===== src/design/pms_map.svh =====
// Register map, field positions, reset values and timing figures of the sequencer
`ifndef PMS_MAP_SVH
`define PMS_MAP_SVH

`define PMS_CLK_PERIOD_NS   100
`define PMS_INIT_WAIT_US    1000
`define PMS_WAKE_WAIT_US    1000
`define PMS_RAMP_WAIT_US    6000
`define PMS_RAMP_FRAMES     288
`define PMS_MIC_CLK_HALF    2

`define PMS_IDX_W           7
`define PMS_NUM_REGS        128
`define PMS_IDX_SWRESET     7'h01
`define PMS_IDX_SLEEP_CTRL  7'h02
`define PMS_IDX_OUTPIN_FN   7'h22
`define PMS_IDX_INPIN_FN    7'h2B
`define PMS_IDX_CH2_SRC     7'h41
`define PMS_IDX_IN_CH_EN    7'h73
`define PMS_IDX_SLOT_EN     7'h74
`define PMS_IDX_PWR_CFG     7'h75
`define PMS_IDX_DEV_STATUS  7'h77

`define PMS_BIT_SLEEP       0
`define PMS_BIT_ANALOG_REGULATOR_RAIL_EN     7
`define PMS_BIT_SWRESET     0
`define PMS_BIT_SHUTDOWN    7
`define PMS_BIT_BUSY        6
`define PMS_BIT_CONV_PWR    6
`define PMS_BIT_PLL_PWR     5

`define PMS_RST_SLEEP_CTRL  8'h01
`define PMS_RST_IN_CH_EN    8'hF0
`define PMS_RST_OTHER       8'h00

`endif


===== src/design/pms_pkg.sv =====
// Types shared by the power mode sequencer
`default_nettype none
package pms_pkg;

  typedef enum logic [2:0] {
    PMS_ST_INIT,
    PMS_ST_SLEEP,
    PMS_ST_WAKING,
    PMS_ST_ACTIVE,
    PMS_ST_RAMP
  } pms_state_e;

  typedef struct packed {
    logic       valid;
    logic       write;
    logic       mapped;
    logic [6:0] idx;
  } pms_bus_req_s;

  typedef struct packed {
    logic [3:0] in_ch_en;
    logic [3:0] slot_en;
    logic       conv_pwr;
    logic       pll_pwr;
  } pms_path_s;

endpackage

`default_nettype wire


===== src/design/pms_sequencer.sv =====
// Power mode sequencer with AHB-Lite register slave for a four-channel PDM converter
//
// The address map and register access over AHB-Lite are this design's own decisions.
`timescale 1ns/1ns
`default_nettype none
`include "pms_map.svh"

module pms_sequencer
  import pms_pkg::*;
#(
  parameter int unsigned INIT_CYCLES = (`PMS_INIT_WAIT_US * 1000) / `PMS_CLK_PERIOD_NS,
  parameter int unsigned WAKE_CYCLES = (`PMS_WAKE_WAIT_US * 1000) / `PMS_CLK_PERIOD_NS,
  parameter int unsigned RAMP_CYCLES = (`PMS_RAMP_WAIT_US * 1000) / `PMS_CLK_PERIOD_NS
) (
  input  wire logic        i_ref_clk,
  input  wire logic        i_rst,
  input  wire logic        i_hsel,
  input  wire logic [31:0] i_haddr,
  input  wire logic [1:0]  i_htrans,
  input  wire logic        i_hwrite,
  input  wire logic [2:0]  i_hsize,
  input  wire logic [31:0] i_hwdata,
  input  wire logic        i_hready,
  output logic             o_hreadyout,
  output logic             o_hresp,
  output logic [31:0]      o_hrdata,
  input  wire logic        i_bit_clk,
  input  wire logic        i_frame_sync,
  output logic             o_mic_bitstream_clock_out,
  output logic [3:0]       o_in_ch_en,
  output logic [3:0]       o_slot_en,
  output logic             o_conv_pwr,
  output logic             o_pll_pwr,
  output logic             o_regulator_en,
  output logic             o_shutdown,
  output logic             o_recording
);

  logic [7:0]         regs_ff [`PMS_NUM_REGS];
  pms_state_e         state_ff;
  pms_state_e         nxt_state;
  logic [16:0]        timer_ff;
  logic [8:0]         frames_ff;
  pms_bus_req_s       req_ff;
  logic [31:0]        rdata_ff;
  logic [2:0]         bclk_sync_ff;
  logic [2:0]         fsync_sync_ff;
  logic               fsync_rise;
  logic               frames_seen_ff;
  logic [1:0]         mic_div_ff;
  logic               mic_clk_ff;
  logic               analog_regulator_rail_ff;
  pms_path_s          path_ff;
  logic               wr_commit;
  logic               sleep_bit;
  logic               swreset;
  logic               timer_done;
  logic [`PMS_IDX_W-1:0] addr_idx;
  logic               addr_mapped;
  logic [7:0]         status_byte;

  // Zero wait states, always OKAY
  assign o_hreadyout = 1'b1;
  assign o_hresp     = 1'b0;
  assign o_hrdata    = rdata_ff;

  assign addr_idx    = i_haddr[`PMS_IDX_W+1:2];
  assign addr_mapped = (i_haddr[31:`PMS_IDX_W+2] == '0) && (i_haddr[1:0] == 2'h0);

  // Writes before initialization ends are dropped
  assign wr_commit = req_ff.valid && req_ff.write && req_ff.mapped &&
                     (state_ff != PMS_ST_INIT) &&
                     (req_ff.idx != `PMS_IDX_DEV_STATUS);
  assign swreset   = wr_commit && (req_ff.idx == `PMS_IDX_SWRESET) &&
                     i_hwdata[`PMS_BIT_SWRESET];
  assign sleep_bit = regs_ff[`PMS_IDX_SLEEP_CTRL][`PMS_BIT_SLEEP];

  always_ff @(posedge i_ref_clk or posedge i_rst) begin
    if (i_rst) begin
      req_ff <= '0;
    end else if (i_hready) begin
      req_ff.valid  <= i_hsel && i_htrans[1];
      req_ff.write  <= i_hwrite;
      req_ff.mapped <= addr_mapped;
      req_ff.idx    <= addr_idx;
    end
  end

  // Shutdown flag in bit 7, sequence busy in bit 6
  always_comb begin
    status_byte = 8'h00;
    status_byte[`PMS_BIT_SHUTDOWN] = (state_ff == PMS_ST_SLEEP);
    status_byte[`PMS_BIT_BUSY] = (state_ff == PMS_ST_WAKING) || (state_ff == PMS_ST_RAMP);
  end

  // Read data registered in the address phase; forward a write still in its data phase
  always_ff @(posedge i_ref_clk or posedge i_rst) begin
    if (i_rst) begin
      rdata_ff <= 32'h0000_0000;
    end else if (i_hready && i_hsel && i_htrans[1] && !i_hwrite) begin
      if (!addr_mapped || state_ff == PMS_ST_INIT) begin
        rdata_ff <= 32'h0000_0000;
      end else if (addr_idx == `PMS_IDX_DEV_STATUS) begin
        rdata_ff <= {24'h00_0000, status_byte};
      end else if (wr_commit && req_ff.idx == addr_idx) begin
        rdata_ff <= {24'h00_0000, i_hwdata[7:0]};
      end else begin
        rdata_ff <= {24'h00_0000, regs_ff[addr_idx]};
      end
    end
  end

  // Register array; nothing here depends on the sleep state, so all values survive it
  always_ff @(posedge i_ref_clk or posedge i_rst) begin
    if (i_rst) begin
      for (int i = 0; i < `PMS_NUM_REGS; i++) begin
        regs_ff[i] <= `PMS_RST_OTHER;
      end
      regs_ff[`PMS_IDX_SLEEP_CTRL] <= `PMS_RST_SLEEP_CTRL;
      regs_ff[`PMS_IDX_IN_CH_EN]   <= `PMS_RST_IN_CH_EN;
    end else if (swreset) begin
      for (int i = 0; i < `PMS_NUM_REGS; i++) begin
        regs_ff[i] <= `PMS_RST_OTHER;
      end
      regs_ff[`PMS_IDX_SLEEP_CTRL] <= `PMS_RST_SLEEP_CTRL;
      regs_ff[`PMS_IDX_IN_CH_EN]   <= `PMS_RST_IN_CH_EN;
    end else if (wr_commit && req_ff.idx != `PMS_IDX_SWRESET) begin
      regs_ff[req_ff.idx] <= i_hwdata[7:0];
    end
  end

  // Link clocks pass two flops; frame sync edges found between second and third, bit clock taken as a level from the third
  always_ff @(posedge i_ref_clk or posedge i_rst) begin
    if (i_rst) begin
      bclk_sync_ff  <= 3'h0;
      fsync_sync_ff <= 3'h0;
    end else begin
      bclk_sync_ff  <= {bclk_sync_ff[1:0], i_bit_clk};
      fsync_sync_ff <= {fsync_sync_ff[1:0], i_frame_sync};
    end
  end

  assign fsync_rise = fsync_sync_ff[1] && !fsync_sync_ff[2];

  // Set by a frame sync edge; cleared in the sleep state in any cycle without one
  always_ff @(posedge i_ref_clk or posedge i_rst) begin
    if (i_rst) begin
      frames_seen_ff <= 1'b0;
    end else if (fsync_rise) begin
      frames_seen_ff <= 1'b1;
    end else if (state_ff == PMS_ST_SLEEP) begin
      frames_seen_ff <= 1'b0;
    end
  end

  assign timer_done = (timer_ff == 17'h0_0000);

  // Sequencer
  always_comb begin
    nxt_state = state_ff;
    case (state_ff)
      PMS_ST_INIT: begin
        if (timer_done) begin
          nxt_state = PMS_ST_SLEEP;
        end
      end
      PMS_ST_SLEEP: begin
        if (!sleep_bit) begin
          nxt_state = PMS_ST_WAKING;
        end
      end
      PMS_ST_WAKING: begin
        if (sleep_bit) begin
          nxt_state = PMS_ST_RAMP;
        end else if (timer_done) begin
          nxt_state = PMS_ST_ACTIVE;
        end
      end
      PMS_ST_ACTIVE: begin
        if (sleep_bit) begin
          nxt_state = PMS_ST_RAMP;
        end
      end
      PMS_ST_RAMP: begin
        // Frame count ends the ramp if 288 frames come before the timer runs out; the timer covers slow and stopped clocks
        if (timer_done || frames_ff == 9'(`PMS_RAMP_FRAMES)) begin
          nxt_state = PMS_ST_SLEEP;
        end
      end
      default: begin
        nxt_state = PMS_ST_INIT;
      end
    endcase
    if (swreset) begin
      nxt_state = PMS_ST_INIT;
    end
  end

  always_ff @(posedge i_ref_clk or posedge i_rst) begin
    if (i_rst) begin
      state_ff <= PMS_ST_INIT;
    end else begin
      state_ff <= nxt_state;
    end
  end

  // One timer, loaded on entry to each timed phase
  always_ff @(posedge i_ref_clk or posedge i_rst) begin
    if (i_rst) begin
      timer_ff <= 17'(INIT_CYCLES - 1);
    end else if (nxt_state != state_ff) begin
      case (nxt_state)
        PMS_ST_INIT:   timer_ff <= 17'(INIT_CYCLES - 1);
        PMS_ST_WAKING: timer_ff <= 17'(WAKE_CYCLES - 1);
        PMS_ST_RAMP:   timer_ff <= 17'(RAMP_CYCLES - 1);
        default:       timer_ff <= 17'h0_0000;
      endcase
    end else if (!timer_done) begin
      timer_ff <= timer_ff - 17'h0_0001;
    end
  end

  always_ff @(posedge i_ref_clk or posedge i_rst) begin
    if (i_rst) begin
      frames_ff <= 9'h000;
    end else if (state_ff != PMS_ST_RAMP) begin
      frames_ff <= 9'h000;
    end else if (fsync_rise) begin
      frames_ff <= frames_ff + 9'h001;
    end
  end

  // Path enables follow registers only while active; they fall as the ramp starts
  always_ff @(posedge i_ref_clk or posedge i_rst) begin
    if (i_rst) begin
      path_ff <= '0;
    end else if (state_ff == PMS_ST_ACTIVE && !sleep_bit) begin
      path_ff.in_ch_en <= regs_ff[`PMS_IDX_IN_CH_EN][7:4];
      path_ff.slot_en  <= regs_ff[`PMS_IDX_SLOT_EN][7:4];
      path_ff.conv_pwr <= regs_ff[`PMS_IDX_PWR_CFG][`PMS_BIT_CONV_PWR];
      path_ff.pll_pwr  <= regs_ff[`PMS_IDX_PWR_CFG][`PMS_BIT_PLL_PWR];
    end else begin
      path_ff <= '0;
    end
  end

  // Regulator choice taken only on leaving sleep
  always_ff @(posedge i_ref_clk or posedge i_rst) begin
    if (i_rst) begin
      analog_regulator_rail_ff <= 1'b0;
    end else if (state_ff == PMS_ST_SLEEP && !sleep_bit) begin
      analog_regulator_rail_ff <= regs_ff[`PMS_IDX_SLEEP_CTRL][`PMS_BIT_ANALOG_REGULATOR_RAIL_EN];
    end else if (state_ff == PMS_ST_INIT) begin
      analog_regulator_rail_ff <= 1'b0;
    end
  end

  // Microphone clock from the reference clock, only when an output pin function is set
  always_ff @(posedge i_ref_clk or posedge i_rst) begin
    if (i_rst) begin
      mic_div_ff <= 2'h0;
      mic_clk_ff <= 1'b0;
    end else if (!path_ff.conv_pwr || regs_ff[`PMS_IDX_OUTPIN_FN] == `PMS_RST_OTHER) begin
      mic_div_ff <= 2'h0;
      mic_clk_ff <= 1'b0;
    end else if (mic_div_ff == 2'(`PMS_MIC_CLK_HALF - 1)) begin
      mic_div_ff <= 2'h0;
      mic_clk_ff <= !mic_clk_ff;
    end else begin
      mic_div_ff <= mic_div_ff + 2'h1;
    end
  end

  assign o_mic_bitstream_clock_out = mic_clk_ff;
  assign o_in_ch_en     = path_ff.in_ch_en;
  assign o_slot_en      = path_ff.slot_en;
  assign o_conv_pwr     = path_ff.conv_pwr;
  assign o_pll_pwr      = path_ff.pll_pwr;
  assign o_regulator_en = analog_regulator_rail_ff;

  always_ff @(posedge i_ref_clk or posedge i_rst) begin
    if (i_rst) begin
      o_shutdown  <= 1'b1;
      o_recording <= 1'b0;
    end else begin
      o_shutdown  <= (nxt_state == PMS_ST_SLEEP) || (nxt_state == PMS_ST_INIT);
      o_recording <= path_ff.conv_pwr && frames_seen_ff && bclk_sync_ff[2];
    end
  end

endmodule

`default_nettype wire


===== config.mk =====
export PLATFORM = sky130hd
export DESIGN_NAME = pms_sequencer
export DESIGN_NICKNAME = d
export VERILOG_FILES = /design/src/design/pms_pkg.sv /design/src/design/pms_sequencer.sv
export VERILOG_INCLUDE_DIRS = /design/src /design/src/design
export SDC_FILE = /design/constraint.sdc
export NUM_CORES = 2
export LEC_CHECK = 0
export BUFFER_PORTS_ARGS = -buffer_cell sky130_fd_sc_hd__buf_2
export CORE_MARGIN = 3
export CORE_UTILIZATION = 50
export DETAILED_ROUTE_END_ITERATION = 12
export PLACE_DENSITY = 0.66
export SYNTH_ARGS = -nofsm -noshare
export SYNTH_HDL_FRONTEND = slang
export SYNTH_SLANG_ARGS = --single-unit
export TNS_END_PERCENT = 100

===== constraint.sdc =====
create_clock -name i_ref_clk -period 43.5 [get_ports i_ref_clk]
set_clock_uncertainty 0.15 [all_clocks]
set_input_delay 8.7 -clock i_ref_clk [delete_from_list [all_inputs] [get_ports i_ref_clk]]
set_output_delay 8.7 -clock i_ref_clk [all_outputs]
set_load 0.02 [all_outputs]

Word level (Yosys, flattened, before mapping). Cells that the tools add are included.

Register bits: 1118. Output and inout port bits: 48. Logic and storage cells: 249.

Add/sub/neg operators: 3. $lt $le $gt $ge: 3. Equal/unequal tests: 17. Multiplexer cells: 33. Bitwise operators: 2. Reductions and logical operators: 43.

Operator list (number): two-way mux 1024 bit (2); bitwise mux 1024 bit (1); binary-select mux 8 bit (select 7 bit) (1); demux 8 bit (select 7 bit) (1); two-way mux 8 bit (6); two-way mux 17 bit (2); case mux 16 bit (2 select lines) (1); zero test 23 bit (1); two-way mux 3 bit (7); logical AND 1 bit (19); two-way mux 9 bit (2); zero test 17 bit (1); subtractor 17 x 1 -> 17 bit, second input constant (1); greater-or-equal comparator 8 bit, second input constant (2); inverter 7 -> 8 bit (2); case mux 3 bit (5 select lines) (1); two-way mux 10 bit (1); nonzero test 2 bit (5); adder 9 x 1 -> 9 bit, second input constant (1); equality test 3 x 2 -> 1 bit, second input constant (3); equality test 9 bit, second input constant (1); zero test 8 bit (1); less-than comparator 8 x 1 -> 1 bit, second input constant (1); equality test 7 x 1 -> 1 bit, second input constant (1); 19 further kinds (37).

Longest topological paths before layout.
Word-level depth: 11. Mapped depth: 11. Depth with buffers taken out: 8.

Least setup slack after synthesis. Ideal clock, no wire load.

Kind: input port to flip-flop. Start: input port i_haddr[2]. End: register rdata_ff[0], in the netlist o_hrdata[0]. Setup time: 0.132 ns. Data arrival time: 10.704 ns. Required time: 43.218 ns. Path slack: 32.514 ns. Stages on the path: 9. Path buffers: 4. Path through: buf_2 buf_4 buf_2 buf_2 mux4_2 a32oi_1 o2111ai_1 a22oi_1 a31oi_1.

Cells in the longest elaborated chain, start to end: 7.

Ends and longest elaborated chain: start, declared (line pms_sequencer.sv:18) `input wire logic [31:0] i_haddr,`; inverter 7 -> 8 bit (not written as such) (line pms_sequencer.sv:108) `rdata_ff <= {24'h00_0000, regs_ff[addr_idx]};`; binary-select mux 8 bit (select 7 bit) (line pms_sequencer.sv:108); two-way mux 8 bit (not written as such) (2 in a row) (line pms_sequencer.sv:108); two-way mux 8 bit (line pms_sequencer.sv:105) `end else if (wr_commit && req_ff.idx == addr_idx) begin`; two-way mux 8 bit * (line pms_sequencer.sv:103) `` end else if (addr_idx == `PMS_IDX_DEV_STATUS) begin ``; two-way mux 8 bit * (line pms_sequencer.sv:101) `if (!addr_mapped || state_ff == PMS_ST_INIT) begin`; end signal, assigned (line pms_sequencer.sv:104) `rdata_ff <= {24'h00_0000, status_byte};`; end signal, assigned (line pms_sequencer.sv:106) `rdata_ff <= {24'h00_0000, i_hwdata[7:0]};`; end signal, assigned (line pms_sequencer.sv:108); end, declared (line pms_sequencer.sv:45) `logic [31:0] rdata_ff;`.

Every way passes the cells marked *; elsewhere a longest branch is shown, timed or not. The select of a mux whose other input is x is not followed. A chain may end at the register's enable or synchronous reset.

Worst setup path after layout.
Start: input port i_hwdata[0]. End: register regs_ff[284] (netlist bit).

Cells in the longest elaborated chain, start to end: 2.

Ends and longest elaborated chain: start, declared (line pms_sequencer.sv:22) `input wire logic [31:0] i_hwdata,`; logical AND 1 bit * (line pms_sequencer.sv:74) `` assign swreset = wr_commit && (req_ff.idx == `PMS_IDX_SWRESET) && ``; two-way mux 1024 bit or nonzero test 2 bit (tied branches); end signal, assigned by index (line pms_sequencer.sv:120) `` regs_ff[`PMS_IDX_IN_CH_EN] <= `PMS_RST_IN_CH_EN; ``; end signal, assigned by index (line pms_sequencer.sv:123) `` regs_ff[i] <= `PMS_RST_OTHER; ``; end signal, assigned by index (line pms_sequencer.sv:125) `` regs_ff[`PMS_IDX_SLEEP_CTRL] <= `PMS_RST_SLEEP_CTRL; ``; end, declared (line pms_sequencer.sv:39) `` logic [7:0] regs_ff [`PMS_NUM_REGS]; ``.

Every way passes the cells marked *; elsewhere a longest branch is shown, timed or not.

==> impl_metrics.toml <==
[outcome]
outcome = "finished, final reports clean"

[critical_path]
startpoint = "i_hwdata[0]"
r2r-end = "regs_ff[284]"
reg2reg_from = "req_ff[3]"
endpoint = "regs_ff[284]"
cp_data_required_time_ns = 43.96
reg2reg_depth = 7
cp-start-kind = "input pin"
reg2reg_slack_ns = 38.15
critPathMaxFanout = 216
crit_type = "in -> reg"
arrival_ns = 13.52
cp-end-kind = "flop"

[logic_synthesis]
synth_top_area_share = 0.5178
yosysSeqAreaShare = 0.5248
synth_flop_cell = "dfrtp_1"
synth_top_cell_by_area = "dfrtp_1"
synth_cells = 4892
synth_cell_types = 80
synth_commonest_cells = "1080 x dfrtp_1, 749 x nand2_1, 594 x a21oi_1"
ys_top_cells_by_area = "dfrtp_1 52%, mux4_2 7.9%, a22o_1 6.5%, a21oi_1 5.7%, nand2_1 5.4%"
synth_edf_count = 0
synthArstFlopShare = 1.000
ys_warn_count = 0
synth.avg_cell_area_um2 = 10.67
syn-cell-area_um2 = 52200
ys_ff_latch = 1094
synth.most_common_cell = "dfrtp_1"

[route]
post_drt_wl_per_cell_um = 27.16
antenna_left = 0
route.detailed.drc = 0
routed_wl_um = 167500
drt_pass1_iterations = 5
drtIter0Drc = 5615
vias_per_cell = 6.727
num_vias = 41500

[timing]
tightest_slew_ns = 1.252
timing.hold.ws_ns = 0.1994
report.final.setup_viol = 0
post-route-min-period_ns = 13.07
drv_slew = 0
fmax_ghz = 0.07652
rsz0062_at_grt = "no"
setup-tns-final_ns = 0
relSlewSlack = 0.1656
final_hold_viol_count = 0
min_period_over_period = 0.3004

[cells_and_area]
seq_area_um2 = 27390
area_growth_pct = 8.941
layout-drive-gt1-share = 0.1248
nets = 4790
fillerInstances = 8785
multi_input_area_um2 = 22740

[clock_tree]
holdBufCountCts = 0
clkTransAtPathRegs_ns = 0.06
cts_buffer_depth = 3
root_buffer = "clkbuf_16"
cts_max_level = 3
cts_tree = "built"
numCtsBuffers = 115
cts.sinks = 1094
cts_setup_buffers = 0
cts_resized = 0
insertion_delay_ns = 0.72

[die]
die-height_um = 329.1
dieWidth_um = 329.1
num_rows = 117
core_area_um2 = 102600
die_area_um2 = 108300
initial_utilization = 0.5086
ioPinCount = 124

[global_route]
grt_pass1_wl_um = 255800
grt_max_degree = 217
grt_pass1_vias = 40220
gr-total-overflow = 0
grt_use_total = 0.3072
antenna_found_initial = 2

[placement]
place_hpwl_um = 96880
port-buffer-count = 69
place_congestion = 0.8802

[power]
p_leak_nw = 24.52
vdd_drop_max_mv = 0.03085
p_per_area_nw_per_um2 = 38.64

[worst_hold_path]
min_path_type = "reg -> reg"
holdCritStartpoint = "bclk_sync_ff[0]"

[run]
drv_cap = 0
==> flip-flops by register name, indices dropped and copies added (netlist names), 2 cells and up <==
signal         flops
fsync_sync_ff      3
bclk_sync_ff       3
o_hrdata           8
o_slot_en          4
mic_div_ff         2
frames_ff          9
o_in_ch_en         4
regs_ff         1024
state_ff           3
req_ff            10
timer_ff          17
==> worst max-delay path: stages <==
cell and delay, ns:
buf_2 0.08, buf_4 0.59, inv_2 0.35, a2111o_1 0.68, nor2_4 0.79, buf_4 0.74
buf_12 0.64, o21ai_1 0.46, a22o_1 0.35
==> kinds of logic (layout without fill, tap and decap cells) <==
group,Yosys count,after routing,share of synthesized area
and+or+nand+nor,1524,1524,0.1307
AOI/OAI and AO/OA,1385,1385,0.1828
DFF,1094,1094,0.5248
buffers and inverters,497,381,0.04315
muxes,357,357,0.1125
xor gates and xnor gates,29,29,0.004866
adders and majority gates,4,4,0.0009589
other,2,27,0.0001439
==> report_power, final <==
group / switching (W) / internal, W
Sequential: 0.0000134 / 0.00103
Clock: 0.000418 / 0.000578
Combinational: 0.000114 / 0.0000412
Total: 0.000546 / 0.00165
==> area by class of cell <==
class	count	share of cell area
sequential	1094	0.4817
multi-input combinational	3325	0.3999
clock buffer	176	0.06066
tap	1368	0.03010
timing repair buffer	161	0.02042
clock inverter	31	0.006117
inverter	13	0.0009902
antenna	1	0.00004401
==> cells in the final DEF, fill, tap and decap left out, drive strengths merged, types with 12 or more instances in the layout <==
cell type / n
a211oi: 19
dfstp: 14
a21oi: 596
nor2: 116
mux2i: 156
nor3: 21
conb: 26
nor4: 17
clkinv: 19
inv: 17
dfrtp: 1080
and2: 41
xor2: 20
and3: 12
o22ai: 24
clkbuf: 176
o21ai: 95
a22oi: 49
o2111ai: 17
nand2: 749
nand3: 516
a22o: 389
buf: 161
o31ai: 14
o221ai: 70
a32o: 71
mux2: 19
mux4: 182
==> worst min path at each step <==
stage          cells past startpoint               end
4_1_cts                            0   bclk_sync_ff[1]
5_1_grt                            0   bclk_sync_ff[1]
3_3_place_gp                       0   bclk_sync_ff[1]
3_5_place_dp                       0  fsync_sync_ff[1]
2_1_floorplan                      0   bclk_sync_ff[1]
6_report                           0   bclk_sync_ff[1]
==> through the flow <==
stage | area (µm²) | setup WS (ns) | utilization | instances | total power, W
floorplan | 52290 | 3.872 | - | 4916 | 0.001170
global route | 56860 | 30.15 | 0.5541 | 6169 | 0.002261
CTS | 56860 | 30.44 | 0.5541 | 6168 | 0.002205
detailed placement | 53060 | 29.70 | 0.5171 | 5961 | 0.001216
finish | 56860 | 30.43 | 0.5541 | 6169 | 0.002197
global placement | 53060 | 29.69 | 0.5171 | 5961 | 0.001215
==> per-layer routing <==
metal	GRT usage	vias to the layer above	routed length [µm]
met4	0.1312	0	7603
met5	0	-	0
met2	0.4593	2282	75420
met1	0.4375	21150	67860
met3	0.06403	424	16640
li1	-	17650	-
Power figures use the tool's default switching activity.
